File: src/mcs_pkg.sv
// Constants, types and register map of the microword status check block
`default_nettype none
package mcs_pkg;

  // ***************************************************************
  // Check types and select-code groups
  // ***************************************************************
  typedef enum logic [2:0] {
    MCS_CT_NONE,
    MCS_CT_DSIZE,
    MCS_CT_PACKED,
    MCS_CT_CHAR,
    MCS_CT_FIELD,
    MCS_CT_URANGE,
    MCS_CT_ABS
  } mcs_check_t;

  localparam int unsigned MCS_CODE_W = 6;
  // Select code = {alu_extension_sel, alu_shift_sel, alu_carry_in_sel}
  localparam logic [3:0] MCS_GRP_DSIZE_A = 4'h2;
  localparam logic [3:0] MCS_GRP_DSIZE_B = 4'h3;
  localparam logic [3:0] MCS_GRP_PACKED_A = 4'h4;
  localparam logic [3:0] MCS_GRP_CHAR_A = 4'h5;
  localparam logic [3:0] MCS_GRP_PACKED_B = 4'h6;
  localparam logic [3:0] MCS_GRP_CHAR_B = 4'h7;
  localparam logic [3:0] MCS_GRP_FIELD = 4'h9;
  localparam logic [3:0] MCS_GRP_URANGE = 4'hB;
  localparam logic [5:0] MCS_CODE_FIELD_EXCL = 6'h27;
  localparam logic MCS_ABS_MSB = 1'h1;

  // ***************************************************************
  // Test constants
  // ***************************************************************
  localparam logic [6:0] MCS_FIELD_LIMIT = 7'h20;
  localparam logic [5:0] MCS_SIZE_ZERO = 6'h00;
  localparam logic [5:0] MCS_CODE_ZERO = 6'h00;
  localparam logic MCS_OVR_OFF = 1'h0;
  localparam logic [3:0] MCS_NIB_ZERO = 4'h0;
  localparam logic [3:0] MCS_NEG_SIGN_A = 4'hB;
  localparam logic [3:0] MCS_NEG_SIGN_B = 4'hD;
  localparam logic [7:0] MCS_CHAR_MINUS = 8'h2D;
  localparam logic [7:0] MCS_CHAR_SPACE = 8'h20;
  localparam logic [7:0] MCS_CHAR_PLUS = 8'h2B;
  localparam logic [7:0] MCS_BYTE_ZERO = 8'h00;
  localparam logic [7:0] MCS_URANGE_TOP = 8'h20;
  localparam logic signed [7:0] MCS_ABS_POS_MAX = 8'sh1F;
  localparam logic signed [7:0] MCS_ABS_NEG_MIN = -8'sh1F;
  localparam logic signed [7:0] MCS_SBYTE_ZERO = 8'sh00;

  localparam logic [1:0] MCS_ST_00 = 2'h0;
  localparam logic [1:0] MCS_ST_01 = 2'h1;
  localparam logic [1:0] MCS_ST_10 = 2'h2;
  localparam logic [1:0] MCS_ST_11 = 2'h3;

  // ***************************************************************
  // Register map
  // ***************************************************************
  localparam logic [7:0] MCS_REG_CTRL = 8'h00;
  localparam logic [7:0] MCS_REG_STATUS = 8'h04;
  localparam int unsigned MCS_CTRL_OVR_EN = 0;
  localparam int unsigned MCS_CTRL_OVR_LO = 1;
  localparam int unsigned MCS_CTRL_OVR_HI = 2;
  localparam int unsigned MCS_STAT_PAIR_LO = 0;
  localparam int unsigned MCS_STAT_PAIR_HI = 1;
  localparam int unsigned MCS_STAT_TYPE_LO = 4;
  localparam int unsigned MCS_STAT_TYPE_HI = 6;
  localparam int unsigned MCS_STAT_CODE_LO = 8;
  localparam int unsigned MCS_STAT_CODE_HI = 13;
  localparam logic [31:0] MCS_DATA_ZERO = 32'h0000_0000;

endpackage
`default_nettype wire

File: src/mcs_status_check.sv
// Microword status check logic with APB diagnostic registers
// What this block does
// - Check type decoded from select code subfields
// - Field overlap sets bit 0 above 32
// - Packed sign: nibble zero and negative tests
// - Data-size check echoes context size signals
// - Char sign: 00 minus, 01 plus/space, 11
// - Unsigned range: 00, 01 zero, 10, 11
// - Signed abs range on write-bus byte
// - Rotation from select code always performed
//
// Added by the designer: the APB interface to the registers and the placing of the registers.
`default_nettype none
module mcs_status_check
  import mcs_pkg::*;
(
  input wire logic CLK_IN,
  input wire logic RST_IN,
  input wire logic ALU_EXT_SEL_IN,
  input wire logic [2:0] ALU_SHIFT_SEL_IN,
  input wire logic [1:0] ALU_CARRY_IN_SEL_IN,
  input wire logic [3:0] SHIFTER_BUS_LOW_IN,
  input wire logic [7:0] WRITE_BUS_LOW_IN,
  input wire logic [5:0] FIELD_POSITION_IN,
  input wire logic [5:0] FIELD_SIZE_IN,
  input wire logic [1:0] CONTEXT_SIZE_IN,
  output logic [1:0] CHECK_STATUS_PAIR_OUT,
  output logic [5:0] ROT_FUNC_OUT,
  input wire logic PSEL_IN,
  input wire logic PENABLE_IN,
  input wire logic PWRITE_IN,
  input wire logic [7:0] PADDR_IN,
  input wire logic [31:0] PWDATA_IN,
  output logic [31:0] PRDATA_OUT,
  output logic PREADY_OUT,
  output logic PSLVERR_OUT
);

  // ***************************************************************
  // State
  // ***************************************************************
  typedef struct packed {
    logic [1:0] status;
    logic [5:0] rot;
    mcs_check_t ctype;
    logic ovr_en;
    logic [1:0] ovr_val;
    logic [31:0] prdata;
  } mcs_state_t;

  localparam mcs_state_t MCS_STATE_RST = '{
    status: MCS_ST_00,
    rot: MCS_CODE_ZERO,
    ctype: MCS_CT_NONE,
    ovr_en: MCS_OVR_OFF,
    ovr_val: MCS_ST_00,
    prdata: MCS_DATA_ZERO
  };

  mcs_state_t st_r;
  mcs_state_t st_nxt;
  logic [MCS_CODE_W-1:0] check_select_code;
  mcs_check_t check_type;
  logic [6:0] field_sum;
  logic [1:0] byte_result;
  logic [1:0] check_result;
  logic addr_ok;
  logic apb_setup;
  logic apb_write;

  assign check_select_code = {ALU_EXT_SEL_IN, ALU_SHIFT_SEL_IN, ALU_CARRY_IN_SEL_IN};

  // ***************************************************************
  // Check type decode
  // ***************************************************************
  always_comb begin
    check_type = MCS_CT_NONE;
    if (check_select_code[5] == MCS_ABS_MSB && check_select_code[4] == MCS_ABS_MSB) begin
      check_type = MCS_CT_ABS;
    end else begin
      case (check_select_code[5:2])
        MCS_GRP_DSIZE_A, MCS_GRP_DSIZE_B: begin
          check_type = MCS_CT_DSIZE;
        end
        MCS_GRP_PACKED_A, MCS_GRP_PACKED_B: begin
          check_type = MCS_CT_PACKED;
        end
        MCS_GRP_CHAR_A, MCS_GRP_CHAR_B: begin
          check_type = MCS_CT_CHAR;
        end
        MCS_GRP_FIELD: begin
          if (check_select_code != MCS_CODE_FIELD_EXCL) begin
            check_type = MCS_CT_FIELD;
          end
        end
        MCS_GRP_URANGE: begin
          check_type = MCS_CT_URANGE;
        end
        default: begin
          check_type = MCS_CT_NONE;
        end
      endcase
    end
  end

  mcs_byte_classify u_byte_classify (
    .check_type_in(check_type),
    .byte_in(WRITE_BUS_LOW_IN),
    .result_out(byte_result)
  );

  // ***************************************************************
  // Status pair selection
  // ***************************************************************
  always_comb begin
    // Field size beyond 1..32 gives an undefined result
    field_sum = {2'h0, FIELD_POSITION_IN[4:0]} + {1'h0, FIELD_SIZE_IN};
    check_result = MCS_ST_00;
    case (check_type)
      MCS_CT_FIELD: begin
        check_result[1] = (FIELD_SIZE_IN == MCS_SIZE_ZERO);
        check_result[0] = (field_sum > MCS_FIELD_LIMIT);
      end
      MCS_CT_PACKED: begin
        check_result[1] = (SHIFTER_BUS_LOW_IN != MCS_NIB_ZERO);
        check_result[0] = (SHIFTER_BUS_LOW_IN != MCS_NEG_SIGN_A) &&
                          (SHIFTER_BUS_LOW_IN != MCS_NEG_SIGN_B);
      end
      MCS_CT_DSIZE: begin
        check_result = CONTEXT_SIZE_IN;
      end
      MCS_CT_CHAR, MCS_CT_URANGE, MCS_CT_ABS: begin
        check_result = byte_result;
      end
      default: begin
        check_result = MCS_ST_00;
      end
    endcase
  end

  // ***************************************************************
  // Next state and APB slave
  // ***************************************************************
  always_comb begin
    addr_ok = (PADDR_IN == MCS_REG_CTRL) || (PADDR_IN == MCS_REG_STATUS);
    apb_setup = PSEL_IN && !PENABLE_IN;
    apb_write = PSEL_IN && PENABLE_IN && PWRITE_IN && (PADDR_IN == MCS_REG_CTRL);
    st_nxt = st_r;
    st_nxt.status = st_r.ovr_en ? st_r.ovr_val : check_result;
    st_nxt.rot = check_select_code;
    st_nxt.ctype = check_type;
    if (apb_write) begin
      st_nxt.ovr_en = PWDATA_IN[MCS_CTRL_OVR_EN];
      st_nxt.ovr_val = PWDATA_IN[MCS_CTRL_OVR_HI:MCS_CTRL_OVR_LO];
    end
    if (apb_setup) begin
      st_nxt.prdata = MCS_DATA_ZERO;
      if (!PWRITE_IN && PADDR_IN == MCS_REG_CTRL) begin
        st_nxt.prdata[MCS_CTRL_OVR_EN] = st_r.ovr_en;
        st_nxt.prdata[MCS_CTRL_OVR_HI:MCS_CTRL_OVR_LO] = st_r.ovr_val;
      end else if (!PWRITE_IN && PADDR_IN == MCS_REG_STATUS) begin
        st_nxt.prdata[MCS_STAT_PAIR_HI:MCS_STAT_PAIR_LO] = st_r.status;
        st_nxt.prdata[MCS_STAT_TYPE_HI:MCS_STAT_TYPE_LO] = st_r.ctype;
        st_nxt.prdata[MCS_STAT_CODE_HI:MCS_STAT_CODE_LO] = st_r.rot;
      end
    end
  end

  always_ff @(posedge CLK_IN or posedge RST_IN) begin
    if (RST_IN) begin
      st_r <= MCS_STATE_RST;
    end else begin
      st_r <= st_nxt;
    end
  end

  assign CHECK_STATUS_PAIR_OUT = st_r.status;
  assign ROT_FUNC_OUT = st_r.rot;
  assign PRDATA_OUT = st_r.prdata;
  assign PREADY_OUT = PSEL_IN && PENABLE_IN;
  assign PSLVERR_OUT = PSEL_IN && PENABLE_IN && !addr_ok;
endmodule
`default_nettype wire

File: src/mcs_byte_classify.sv
// Write-bus byte classifier for the char sign, unsigned range and abs checks
`default_nettype none
module mcs_byte_classify
  import mcs_pkg::*;
(
  input wire mcs_check_t check_type_in,
  input wire logic [7:0] byte_in,
  output logic [1:0] result_out
);

  logic signed [7:0] sbyte;

  always_comb begin
    sbyte = $signed(byte_in);
    result_out = MCS_ST_00;
    case (check_type_in)
      MCS_CT_CHAR: begin
        // Code 10 is never produced; it is the machine-check code
        if (byte_in == MCS_CHAR_MINUS) begin
          result_out = MCS_ST_00;
        end else if (byte_in == MCS_CHAR_SPACE || byte_in == MCS_CHAR_PLUS) begin
          result_out = MCS_ST_01;
        end else begin
          result_out = MCS_ST_11;
        end
      end
      MCS_CT_URANGE: begin
        if (byte_in == MCS_BYTE_ZERO) begin
          result_out = MCS_ST_01;
        end else if (byte_in < MCS_URANGE_TOP) begin
          result_out = MCS_ST_00;
        end else if (byte_in == MCS_URANGE_TOP) begin
          result_out = MCS_ST_10;
        end else begin
          result_out = MCS_ST_11;
        end
      end
      MCS_CT_ABS: begin
        if (sbyte < MCS_ABS_NEG_MIN) begin
          result_out = MCS_ST_01;
        end else if (sbyte < MCS_SBYTE_ZERO) begin
          result_out = MCS_ST_00;
        end else if (sbyte <= MCS_ABS_POS_MAX) begin
          result_out = MCS_ST_10;
        end else begin
          result_out = MCS_ST_11;
        end
      end
      default: begin
        result_out = MCS_ST_00;
      end
    endcase
  end

endmodule
`default_nettype wire

File: config.mk
export PLATFORM = sky130hd
export DESIGN_NAME = mcs_status_check
export DESIGN_NICKNAME = d
export VERILOG_FILES = /design/src/mcs_pkg.sv /design/src/mcs_status_check.sv /design/src/mcs_byte_classify.sv
export SDC_FILE = /design/constraint.sdc
export NUM_CORES = 1
export LEC_CHECK = 0
export BUFFER_PORTS_ARGS = -buffer_cell sky130_fd_sc_hd__buf_2
export CORE_MARGIN = 2
export CORE_UTILIZATION = 40
export DETAILED_ROUTE_END_ITERATION = 16
export PLACE_DENSITY = 0.76
export SYNTH_ARGS = -nofsm -noshare
export SYNTH_HDL_FRONTEND = slang
export SYNTH_SLANG_ARGS = --single-unit
export TNS_END_PERCENT = 20
File: constraint.sdc
create_clock -name CLK_IN -period 1.91 [get_ports CLK_IN]
set_clock_uncertainty 0.05 [all_clocks]
set_input_delay 0.0955 -clock CLK_IN [delete_from_list [all_inputs] [get_ports CLK_IN]]
set_output_delay 0.0955 -clock CLK_IN [all_outputs]
set_load 0.005 [all_outputs]
==> metrics.log, run 1 <==
[metrics] Max Cap Violations: 0
[metrics] switching part of the total: ~25%
[metrics] achievable clock frequency: 603.6 MHz
[metrics] Total Die Area: 0.004865 mm2
[metrics] Post-synth EDFFs: 0
[metrics] H-tree lvl count: 1
[metrics] Internal Power: 814.2 uW
[metrics] root buffer selected by CTS: clkbuf_8
[metrics] post-layout utilization of the core: 49.36%
[metrics] Final Wtd Congestion: 0.7431
[metrics] area of the placeable core: about 0.0041 mm2
[metrics] final setup margin: around 250 ps
[metrics] insertion delay of the later-clocked pin in the worst-skew pair: 260 ps
[metrics] Die Wd: roughly 70 um
[metrics] Final Hold Fails: 0
[metrics] P_leak: roughly 1.1 nW
[metrics] die outline height: 69.75 um
[metrics] Comb power frac: 20.5%
[metrics] area delta synth->final: 16.64%
[metrics] Synth Instances: 175
[metrics] Unique masters post-synth: 48
[metrics] arrival time at the worst endpoint: 1740 ps
[metrics] total CTS buffers: 3
[metrics] critical path capture point: CHECK_STATUS_PAIR_OUT[0]
[metrics] Flop pwr share: 52.5%
[metrics] launch instance of the worst register-to-register path: st_r[34]
[metrics] share of cells above drive strength 1: 35.93%
[metrics] average cell area after synthesis: 9.881 um2
[metrics] dpl hpwl: 2743 um
[metrics] length in cells of the worst reg-to-reg path: 2
[metrics] global-route wire length before repair: ~5700 um
[metrics] number of diodes added for antenna fixing: 0
[metrics] run status: finished, final reports clean
[metrics] final number of max-transition violations: 0
[metrics] port buffer count: 68
[metrics] drt via density: 4.829
[metrics] Post-CTS Setup Repair Bufs: 0
[metrics] ranking of synthesized cells by instance count: buf_4, dfrtp_1, a22o_1, nand2_1, o21ai_0
[metrics] I/O pins: between 100 and 150
[metrics] endpoint of the worst-slack reg-to-reg timing path: CHECK_STATUS_PAIR_OUT[0]
[metrics] initial drt markers: 48
[metrics] share of synthesized area occupied by flip-flops and latches: 37.63%
[metrics] worst setup path class: in2reg
[metrics] maximum ir drop on the vdd rail: about 0.22 mV
[metrics] pwr dens: 541.1 mW/mm2
[metrics] Critical path origin: ALU_SHIFT_SEL_IN[0]
[metrics] Pre-antenna DRT Iters: 4
[metrics] sort of element at the start of the critical path: input pin
[metrics] Yosys warning count: 0
[metrics] Routed Antenna Nets: 0
[metrics] setup repair after global routing missed its margin: no
[metrics] global-route usage over all layers: 14.18%
[metrics] register-to-register setup slack: 960 ps
[metrics] Clock power frac: 27.0%
[metrics] data required time of the worst path: roughly 2000 ps
[metrics] effective utilization at floorplan: 42.31%
[metrics] Routed WL: 3344 um
[metrics] Worst Setup Slack post-DPL: between 100 and 150 ps
[metrics] final clock period utilization by the worst path: 86.73%
[metrics] share of synthesized flip-flops with an asynchronous set or reset: 100.0%
[metrics] Layout Nets: 317
[metrics] total number of clock tree sinks: 26
[metrics] DRC violations left: 0
[metrics] hold crit path type: in2reg
[metrics] GRT Residual Overflow: 0
[metrics] flip-flop and latch count after synthesis: 26
[metrics] buffer levels on the longest clock path: 2
[metrics] clock-pin transition on the worst setup and hold timing paths: 80 ps
[metrics] type of destination of the critical path: register
[metrics] largest net degree at the start of global routing: 27
[metrics] Period minus WS final: 1657 ps
[metrics] proportion of netlist area held by the largest area contributor: between 30% and 40%
[metrics] number of antenna violations at the first check in global routing: 0
[metrics] Synth area leader: dfrtp_1
[metrics] setup violation total in the final timing report: 0
[metrics] Main synth FF type: dfrtp_1
[metrics] top post-synthesis cells by area: dfrtp_1, buf_4, a22o_1
[metrics] mapped cell area: around 0.0017 mm2
[metrics] wire length per cell: 11.90 um
[metrics] TritonCTS clock tree: yes
[metrics] Switch Pwr: 277.0 uW
[metrics] number of cell rows: 23
[metrics] setup tns final: 0 ps
[metrics] number of vias in the routed layout: 1357
[metrics] Max FO, Critical Path: 9
[metrics] most frequent cell after synthesis: buf_4
[metrics] vias in the first global route: between 1000 and 1500
worst min path at each step:
stage | startpoint | end | slack, ps | cells past startpoint
3_5_place_dp | RST_IN | PRDATA_OUT[10] | 110 | 3
2_1_floorplan | ALU_CARRY_IN_SEL_IN[0] | ROT_FUNC_OUT[0] | 80 | 0
4_1_cts | PWDATA_IN[1] | st_r[32] | 5 | 2
5_1_grt | PWDATA_IN[1] | st_r[32] | 10 | 2
6_report | PWDATA_IN[2] | st_r[33] | 10 | 2
3_3_place_gp | RST_IN | PRDATA_OUT[10] | 110 | 3
cell families after synthesis:
group / Yosys count / share of synthesized area (%)
AO/OA/AOI/OAI: 38 / 16.06
XOR/XNOR: 4 / 2.026
adder cells (fa/ha/maj): 7 / 5.499
buffers and inverters: 47 / 18.96
flip-flops: 26 / 37.63
multiplexers: 5 / 3.111
other: 1 / 0.2169
AND/OR/NAND/NOR: 47 / 16.50
power by group through the flow:
stage	Combinational, mW	Sequential, mW	Clock [mW]
after floorplan	0.156	0.583	0
after global placement	0.206	0.584	0
after detailed placement	0.215	0.584	0
after CTS	0.227	0.573	0.313
after global routing	0.255	0.575	0.326
final	0.224	0.573	0.295
worst max-delay path, cell delays in order:
cell           delay [ps]
dlygate4sd3_1         520
buf_2                 190
nand2_1                60
or4_1                 410
o22a_1                190
o211ai_2              150
a41oi_1               120
layout by cell type (no fill, tap or decap), types with 2 or more instances in the layout:
cell type and instances:
nand2b_1 3, nand3_1 3, dlygate4sd3_1 7, nor2b_1 3, nand2_1 9, dfrtp_1 26, a22o_1 9, nor3_1 4
nand4_1 2, inv_1 4, o21a_1 2, mux2_2 3, nor4_1 3, mux2i_1 2, o21ai_0 9, xor2_1 3
and2_1 2, buf_2 68, buf_4 2, ha_1 6, a21oi_1 4, conb_1 20, a31oi_1 2, nor2_1 7
clkbuf_8 3, nand4b_1 2
flip-flops by register name, summed over array words and instances (netlist names):
name / cells
PRDATA_OUT: 12
ROT_FUNC_OUT: 6
st_r: 6
CHECK_STATUS_PAIR_OUT: 2
per-layer routing:
metal  part of all wire (%)  global-route usage [%]  vias up
li1                       -                       -      676
met1                     40                   15.66      627
met2                     50                   25.43       45
met3                    6.4                   2.907        9
met4                    3.2                   7.479        0
met5                      0                       0        -
per-stage QoR:
step	hold slack (ps)	cell area, um2	power, mW	instances
6_report	10.90	2017	1.091	281
5_1_grt	11.94	2017	1.155	281
4_1_cts	4.687	2017	1.112	281
3_5_place_dp	114.4	1906	0.7985	271
3_3_place_gp	107.4	1906	0.7896	271
2_1_floorplan	76.93	1800	0.7388	194
layout make-up:
type	count	area [um2]
fill	392	2069
multi-input combinational	121	822.0
sequential	26	650.6
timing repair buffer	77	425.4
tap	50	62.56
clock buffer	3	41.29
inverter	4	15.01
timing repair:
item | in CTS | in global routing
hold buffers | 7 | 0
gates resized for setup | 0 | 0
endpoints found under the hold margin | 33 | 0
Power figures use the tool's default switching activity.
==> run 2: changes to the inputs <==
REMOVE_ABC_BUFFERS = 1   (was not set)
==> run 2 against run 1 <==
  * Maximum frequency is 1.4% lower
  * Combinational power is 2% lower
  * Via count is 1.3% lower
  * Critical endpoint unchanged
  * Critical path type unchanged
  * Flip-flop and latch count stayed put
  * Register-to-register slack hardly changed
  * Die area stayed put
==> metrics.log, run 2 (same netlist as run 1, synthesis figures left out) <==
[metrics] maximum ir drop on the vdd rail: 0.2424 mV (+11%)
[metrics] drt via density: 4.769 (-1.3%)
[metrics] sort of element at the start of the critical path: input pin
[metrics] Final Hold Fails: 0 (unchanged)
[metrics] CP bufs+invs: 2 (unchanged)
[metrics] port buffer count: 68 (unchanged)
[metrics] post-layout utilization of the core: 49.45% (+0.092 points)
[metrics] share of cells above drive strength 1: 36.36% (+0.43 points)
[metrics] effective utilization at floorplan: 42.31% (unchanged)
[metrics] register-to-register setup slack: 950 ps (about the same)
[metrics] setup tns final: 0 ps (unchanged)
[metrics] number of vias in the routed layout: 1340 (-1.3%)
[metrics] vias in the first global route: 1249 (-6.8%)
[metrics] Critical-path top delay cell: dlygate4sd3_1
[metrics] setup repair after global routing missed its margin: no
[metrics] I/O pins: 119 (unchanged)
[metrics] filler cell count: 422 (+7.7%)
[metrics] worst setup path class: in2reg
[metrics] pwr dens: 560.3 mW/mm2 (+3.6%)
[metrics] initial drt markers: 51 (+6.3%)
[metrics] wire length per cell: 11.75 um (-1.3%)
[metrics] dpl hpwl: 2628 um (-4.2%)
[metrics] arrival time at the worst endpoint: 1750 ps (about the same)
[metrics] number of antenna violations at the first check in global routing: 0 (unchanged)
[metrics] GRT Residual Overflow: 0 (unchanged)
[metrics] Pre-antenna DRT Iters: 4 (unchanged)
[metrics] H-tree lvl count: 1 (unchanged)
[metrics] number of cell rows: 23 (unchanged)
[metrics] root buffer selected by CTS: clkbuf_8
[metrics] largest net degree at the start of global routing: 27 (unchanged)
[metrics] Max Cap Violations: 0 (unchanged)
[metrics] number of diodes added for antenna fixing: 0 (unchanged)
[metrics] Routed WL: 3302 um (-1.3%)
[metrics] final setup margin: 230.3 ps (-23.10 ps)
[metrics] footprint of the multi-input gates: 822.0 um2 (unchanged)
[metrics] data required time of the worst path: 1990 ps (about the same)
[metrics] FF+latch area: 650.6 um2 (unchanged)
[metrics] setup violation total in the final timing report: 0 (unchanged)
[metrics] run status: finished, final reports clean
[metrics] type of destination of the critical path: register
[metrics] critical path cell sequence: dlygate4sd3_1, buf_2, nand2_1, or4_1, o22a_1, o211ai_2, a41oi_1
[metrics] Period minus WS final: 1680 ps (+23.10 ps)
[metrics] post-layout instance count excluding filler cells: 281 (unchanged)
[metrics] global-route usage over all layers: 13.58% (-0.60 points)
[metrics] total power of the final layout: 1.132 mW (+3.8%)
[metrics] Layout Cell Area excl Fill: 0.002021 mm2 (+0.19%)
[metrics] total number of clock tree sinks: 26 (unchanged)
[metrics] gate family responsible for the most delay along the worst path: buffers and inverters
[metrics] max FFs per register: 12 (unchanged)
[metrics] TritonCTS clock tree: yes
[metrics] hold crit path type: in2reg
[metrics] final number of max-transition violations: 0 (unchanged)
[metrics] area delta synth->final: 16.86%
[metrics] final clock period utilization by the worst path: 87.94% (+1.2 points)
[metrics] number of buffers added to fix hold violations after cts: 6 (-1)
[metrics] DRC violations left: 0 (unchanged)
[metrics] instance area after placement: 0.001906 mm2 (unchanged)
[metrics] insertion delay of the later-clocked pin in the worst-skew pair: 260 ps (about the same)
[metrics] number of instances resized during post-cts repair: 0 (unchanged)
[metrics] commonest non-fill, non-tap cells in the layout: buf_2, dfrtp_1, conb_1
[metrics] clock-pin transition on the worst setup and hold timing paths: 80 ps (about the same)
[metrics] Layout Nets: 316 (-0.32%)
[metrics] worst stage delay on the critical path: 520 ps (about the same)
[metrics] global-route wire length before repair: 5451 um (-3.5%)
[metrics] Die Wd: 69.75 um (unchanged)
[metrics] area of the placeable core: 0.004086 mm2 (unchanged)
[metrics] placed cell count: 271 (unchanged)
[metrics] Routed Antenna Nets: 0 (unchanged)
[metrics] final hold slack: 9.595 ps (-1.303 ps)
[metrics] achievable clock frequency: 595.3 MHz (-1.4%)
[metrics] die outline height: 69.75 um (unchanged)
[metrics] buffer levels on the longest clock path: 2 (unchanged)
[metrics] Max FO, Critical Path: 9 (unchanged)
[metrics] most frequent standard cell in the layout excluding fill and tap cells: buf_2
[metrics] total CTS buffers: 3 (unchanged)
[metrics] P_leak: 1.064 nW (+0.28%)
[metrics] Final Wtd Congestion: 0.7465 (+0.46%)
[metrics] Worst Setup Slack post-DPL: 118.9 ps (-10.59 ps)
[metrics] Total Die Area: 0.004865 mm2 (unchanged)
[metrics] Post-CTS Setup Repair Bufs: 0 (unchanged)
## run 2: final cells by class
type,count,share of cell area (%)
Timing Repair Buffer,76,20.56
Multi-Input combinational cell,121,40.68
Clock buffer,4,2.724
Tap cell,50,3.096
Inverter,4,0.7430
Sequential cell,26,32.20
## run 2: power by group
group | leakage, nW | internal, mW | switching [mW]
logic | 0.696 | 0.105 | 0.115
registers | 0.340 | 0.566 | 0.00700
clock network | 0.0288 | 0.184 | 0.155
## run 2: layer usage
metal | vias up | track usage [%] | part of all wire, %
met2 | 50 | 24.89 | 51
met3 | 4 | 2.035 | 6.6
met5 | - | 0 | 0
li1 | 673 | - | -
met1 | 613 | 15.87 | 41
met4 | 0 | 5.128 | 1.5
## run 2: final timing paths
kind,from,to,cells after the start
min,ALU_EXT_SEL_IN,ROT_FUNC_OUT[5],1
max,ALU_SHIFT_SEL_IN[0],CHECK_STATUS_PAIR_OUT[0],7
max reg2reg,st_r[34],CHECK_STATUS_PAIR_OUT[0],2
min in group asynchronous,RST_IN,PRDATA_OUT[2],4
max in group asynchronous,RST_IN,PRDATA_OUT[11],4
min reg2reg,st_r[35],PRDATA_OUT[4],1
==> run 3: changes to the inputs <==
PLACE_DENSITY = 0.75   (was 0.76)
SYNTH_HIERARCHICAL = 1   (was not set)
==> run 3 against run 2 <==
  * Worst hold slack better by 8.4 ps
  * Clock-buffer cell count is the same
  * Global-route usage rose by 0.15 points
  * Critical path depth increased by 3
  * Final cell count increased by 11%
  * Flip-flop and latch count unchanged
  * Design area increased by 5.6%
  * Maximum frequency is 5.8% lower
  * Core utilization decreased by 0.79 points
  * Combinational power increased by 12%
  * Synthesized area increased by 6.1%
  * First-iteration DRC count decreased by 7.8%
==> metrics.log, run 3 <==
[metrics] run status: finished, final reports clean
[metrics] share of cells above drive strength 1: 34.48% (-1.9 points)
[metrics] post-synthesis share of cell area spent on full adders, half adders and majority gates: 5.184% (-0.32 points)
[metrics] TritonCTS clock tree: yes
[metrics] Synth Instances: 205 (+17%)
[metrics] Routed WL: 3519 um (+6.6%)
[metrics] Unique masters post-synth: 51 (+6.3%)
[metrics] pwr dens: 540.6 mW/mm2 (-3.5%)
[metrics] Max FO, Critical Path: 8 (-1)
[metrics] H-tree lvl count: 1 (unchanged)
[metrics] dpl hpwl: 2875 um (+9.4%)
[metrics] P_leak: 1.057 nW (-0.67%)
[metrics] final number of max-transition violations: 0 (unchanged)
[metrics] root buffer selected by CTS: clkbuf_8
[metrics] worst setup path class: in2reg
[metrics] effective utilization at floorplan: 41.84% (-0.48 points)
[metrics] proportion of synthesized area in mux cells: 3.547% (+0.44 points)
[metrics] wire length per cell: 11.24 um (-4.3%)
[metrics] global-route wire length before repair: 5830 um (+7.0%)
[metrics] ranking of synthesized cells by instance count: buf_4, nand2_1, dfrtp_1, o21ai_1, nor2_1
[metrics] share of synthesized area occupied by flip-flops and latches: 35.47% (-2.2 points)
[metrics] Die Wd: 71.72 um (+2.8%)
[metrics] most frequent cell after synthesis: buf_4
[metrics] instance area after placement: 0.002006 mm2 (+5.3%)
[metrics] launch instance of the worst register-to-register path: st_r[34]
[metrics] compound-cell area share of the yosys netlist: 14.73% (-1.3 points)
[metrics] top post-synthesis cells by area: dfrtp_1, buf_4, nand2_1
[metrics] area of the placeable core: 0.004384 mm2 (+7.3%)
[metrics] vias in the first global route: 1415 (+13%)
[metrics] placed cell count: 302 (+11%)
[metrics] Critical path origin: ALU_EXT_SEL_IN
[metrics] insertion delay of the later-clocked pin in the worst-skew pair: 260 ps (about the same)
[metrics] Main synth FF type: dfrtp_1
[metrics] arrival time at the worst endpoint: 1880 ps (+130 ps)
[metrics] Yosys warning count: 6 (+6)
[metrics] Layout Nets: 346 (+9.5%)
[metrics] share of synthesized flip-flops with an asynchronous set or reset: 100.0% (unchanged)
[metrics] number of antenna violations at the first check in global routing: 0 (unchanged)
[metrics] GRT Residual Overflow: 0 (unchanged)
[metrics] initial drt markers: 47 (-7.8%)
[metrics] drt via density: 4.728 (-0.84%)
[metrics] max FFs per register: 12 (unchanged)
[metrics] number of vias in the routed layout: 1480 (+10%)
[metrics] I/O pins: 119 (unchanged)
[metrics] largest family of logic cells by synthesized area: simple AND/OR/NAND/NOR gates
[metrics] share of the synthesized netlist area taken by xor and xnor gates: 1.432% (-0.59 points)
[metrics] number of diodes added for antenna fixing: 0 (unchanged)
[metrics] die outline height: 71.72 um (+2.8%)
[metrics] achievable clock frequency: 560.8 MHz (-5.8%)
[metrics] port buffer count: 68 (unchanged)
[metrics] Synth area leader: dfrtp_1
[metrics] proportion of netlist area held by the largest area contributor: 35.47% (-2.2 points)
[metrics] total number of clock tree sinks: 26 (unchanged)
[metrics] clock-pin transition on the worst setup and hold timing paths: 80 ps (about the same)
[metrics] Post-synth EDFFs: 0 (unchanged)
[metrics] final hold slack: 17.99 ps (+8.392 ps)
[metrics] Max Cap Violations: 0 (unchanged)
[metrics] headroom to the max-slew limit: between 40 and 50%
[metrics] Period minus WS final: 1783 ps (+103.6 ps)
[metrics] average cell area after synthesis: 8.948 um2 (-9.4%)
[metrics] global-route usage over all layers: 13.72% (+0.15 points)
[metrics] Final Wtd Congestion: 0.8149 (+9.2%)
[metrics] DRC violations left: 0 (unchanged)
[metrics] setup violation total in the final timing report: 0 (unchanged)
[metrics] commonest non-fill, non-tap cells in the layout: buf_2, nand2_1, dfrtp_1
[metrics] final clock period utilization by the worst path: 93.37% (+5.4 points)
[metrics] most frequent standard cell in the layout excluding fill and tap cells: buf_2
[metrics] Pre-antenna DRT Iters: 4 (unchanged)
[metrics] number of cell rows: 24 (+4.3%)
[metrics] type of destination of the critical path: register
[metrics] post-layout instance count excluding filler cells: 313 (+11%)
[metrics] hold crit path type: in2reg
[metrics] sort of element at the start of the critical path: input pin
[metrics] total CTS buffers: 3 (unchanged)
[metrics] buffer levels on the longest clock path: 2 (unchanged)
[metrics] mapped cell area: 0.001834 mm2 (+6.1%)
[metrics] largest net degree at the start of global routing: 27 (unchanged)
[metrics] flip-flop and latch count after synthesis: 26 (unchanged)
[metrics] Layout Cell Area excl Fill: 0.002133 mm2 (+5.6%)
[metrics] data required time of the worst path: 2010 ps (+20 ps)
[metrics] Final Hold Fails: 0 (unchanged)
[metrics] slew at the pin closest to its max-slew limit: around 780 ps
[metrics] setup tns final: 0 ps (unchanged)
[metrics] area delta synth->final: 16.30%
[metrics] Routed Antenna Nets: 0 (unchanged)
[metrics] worst min-delay path startpoint: PWDATA_IN[0]
[metrics] Synth Area in Simple Gates: 19.92% (+3.4 points)
[metrics] setup repair after global routing missed its margin: no
[metrics] Total Die Area: 0.005143 mm2 (+5.7%)
[metrics] maximum ir drop on the vdd rail: 0.2851 mV (+18%)
## run 3: path summary, 6_finish.rpt
path                                       endpoint  slack, ps  cells after the start
min reg2reg                           PRDATA_OUT[8]        440                      2
max                        CHECK_STATUS_PAIR_OUT[0]        130                     10
min in group asynchronous             PRDATA_OUT[9]        390                      4
max reg2reg                CHECK_STATUS_PAIR_OUT[0]        740                      3
max in group asynchronous            PRDATA_OUT[13]       1180                      4
min                                        st_r[34]         20                      2
## run 3: cell families (layout without fill, tap and decap cells)
group | count (synthesis) | after routing
simple gates | 72 | 72
buf+inv | 53 | 90
compound gates | 37 | 37
flops | 26 | 26
fa+ha+maj | 7 | 7
mux | 6 | 6
xor+xnor | 3 | 3
other cells | 1 | 20
## run 3: cell type report
| class | count | area (um2) |
|---|---|---|
| Clock buffer | 4 | 55.05 |
| Inverter | 8 | 30.03 |
| Tap cell | 52 | 65.06 |
| Sequential cell | 26 | 650.6 |
| Timing Repair Buffer | 78 | 430.4 |
| Multi-Input combinational cell | 145 | 902.1 |
| Fill cell | 433 | 2251 |
## run 3: worst max-delay path, stage by stage
cell and delay [ps]:
dlygate4sd3_1 530, buf_2 190, mux2i_1 90, a21o_1 240, buf_4 150, o2111ai_1 100, o211ai_2 110, nand2_1 70
nand2_1 50, a22o_1 240
## run 3: where the power goes
part	switching, mW	total [mW]	internal (mW)
Clock	0.149	0.333	0.183
Sequential	0.00690	0.573	0.566
Combinational	0.130	0.247	0.117
Total	0.286	1.15	0.867
## run 3: routing by layer
layer	track usage, %	routed length, um	vias up
met1	17.27	1572	672
li1	-	-	761
met4	4.612	36	0
met3	1.266	192	2
met5	0	0	-
met2	24.59	1718	45
## run 3: what timing repair did
item / in CTS / in global routing
hold buffers: 6 / 0
gates resized for setup: 0 / 1
endpoints found under the hold margin: 31 / 0
buffers inserted: 0 / 1
endpoints found under the setup margin: 0 / 2
## run 3: metrics by stage
stage	total power, mW	utilization (%)	setup WS, ps
2_1_floorplan	0.7102	-	302.1
3_3_place_gp	0.8136	45.75	121.4
3_5_place_dp	0.8200	45.75	66.23
4_1_cts	1.165	48.37	65.47
5_1_grt	1.226	48.66	4.695
6_report	1.153	48.66	126.7
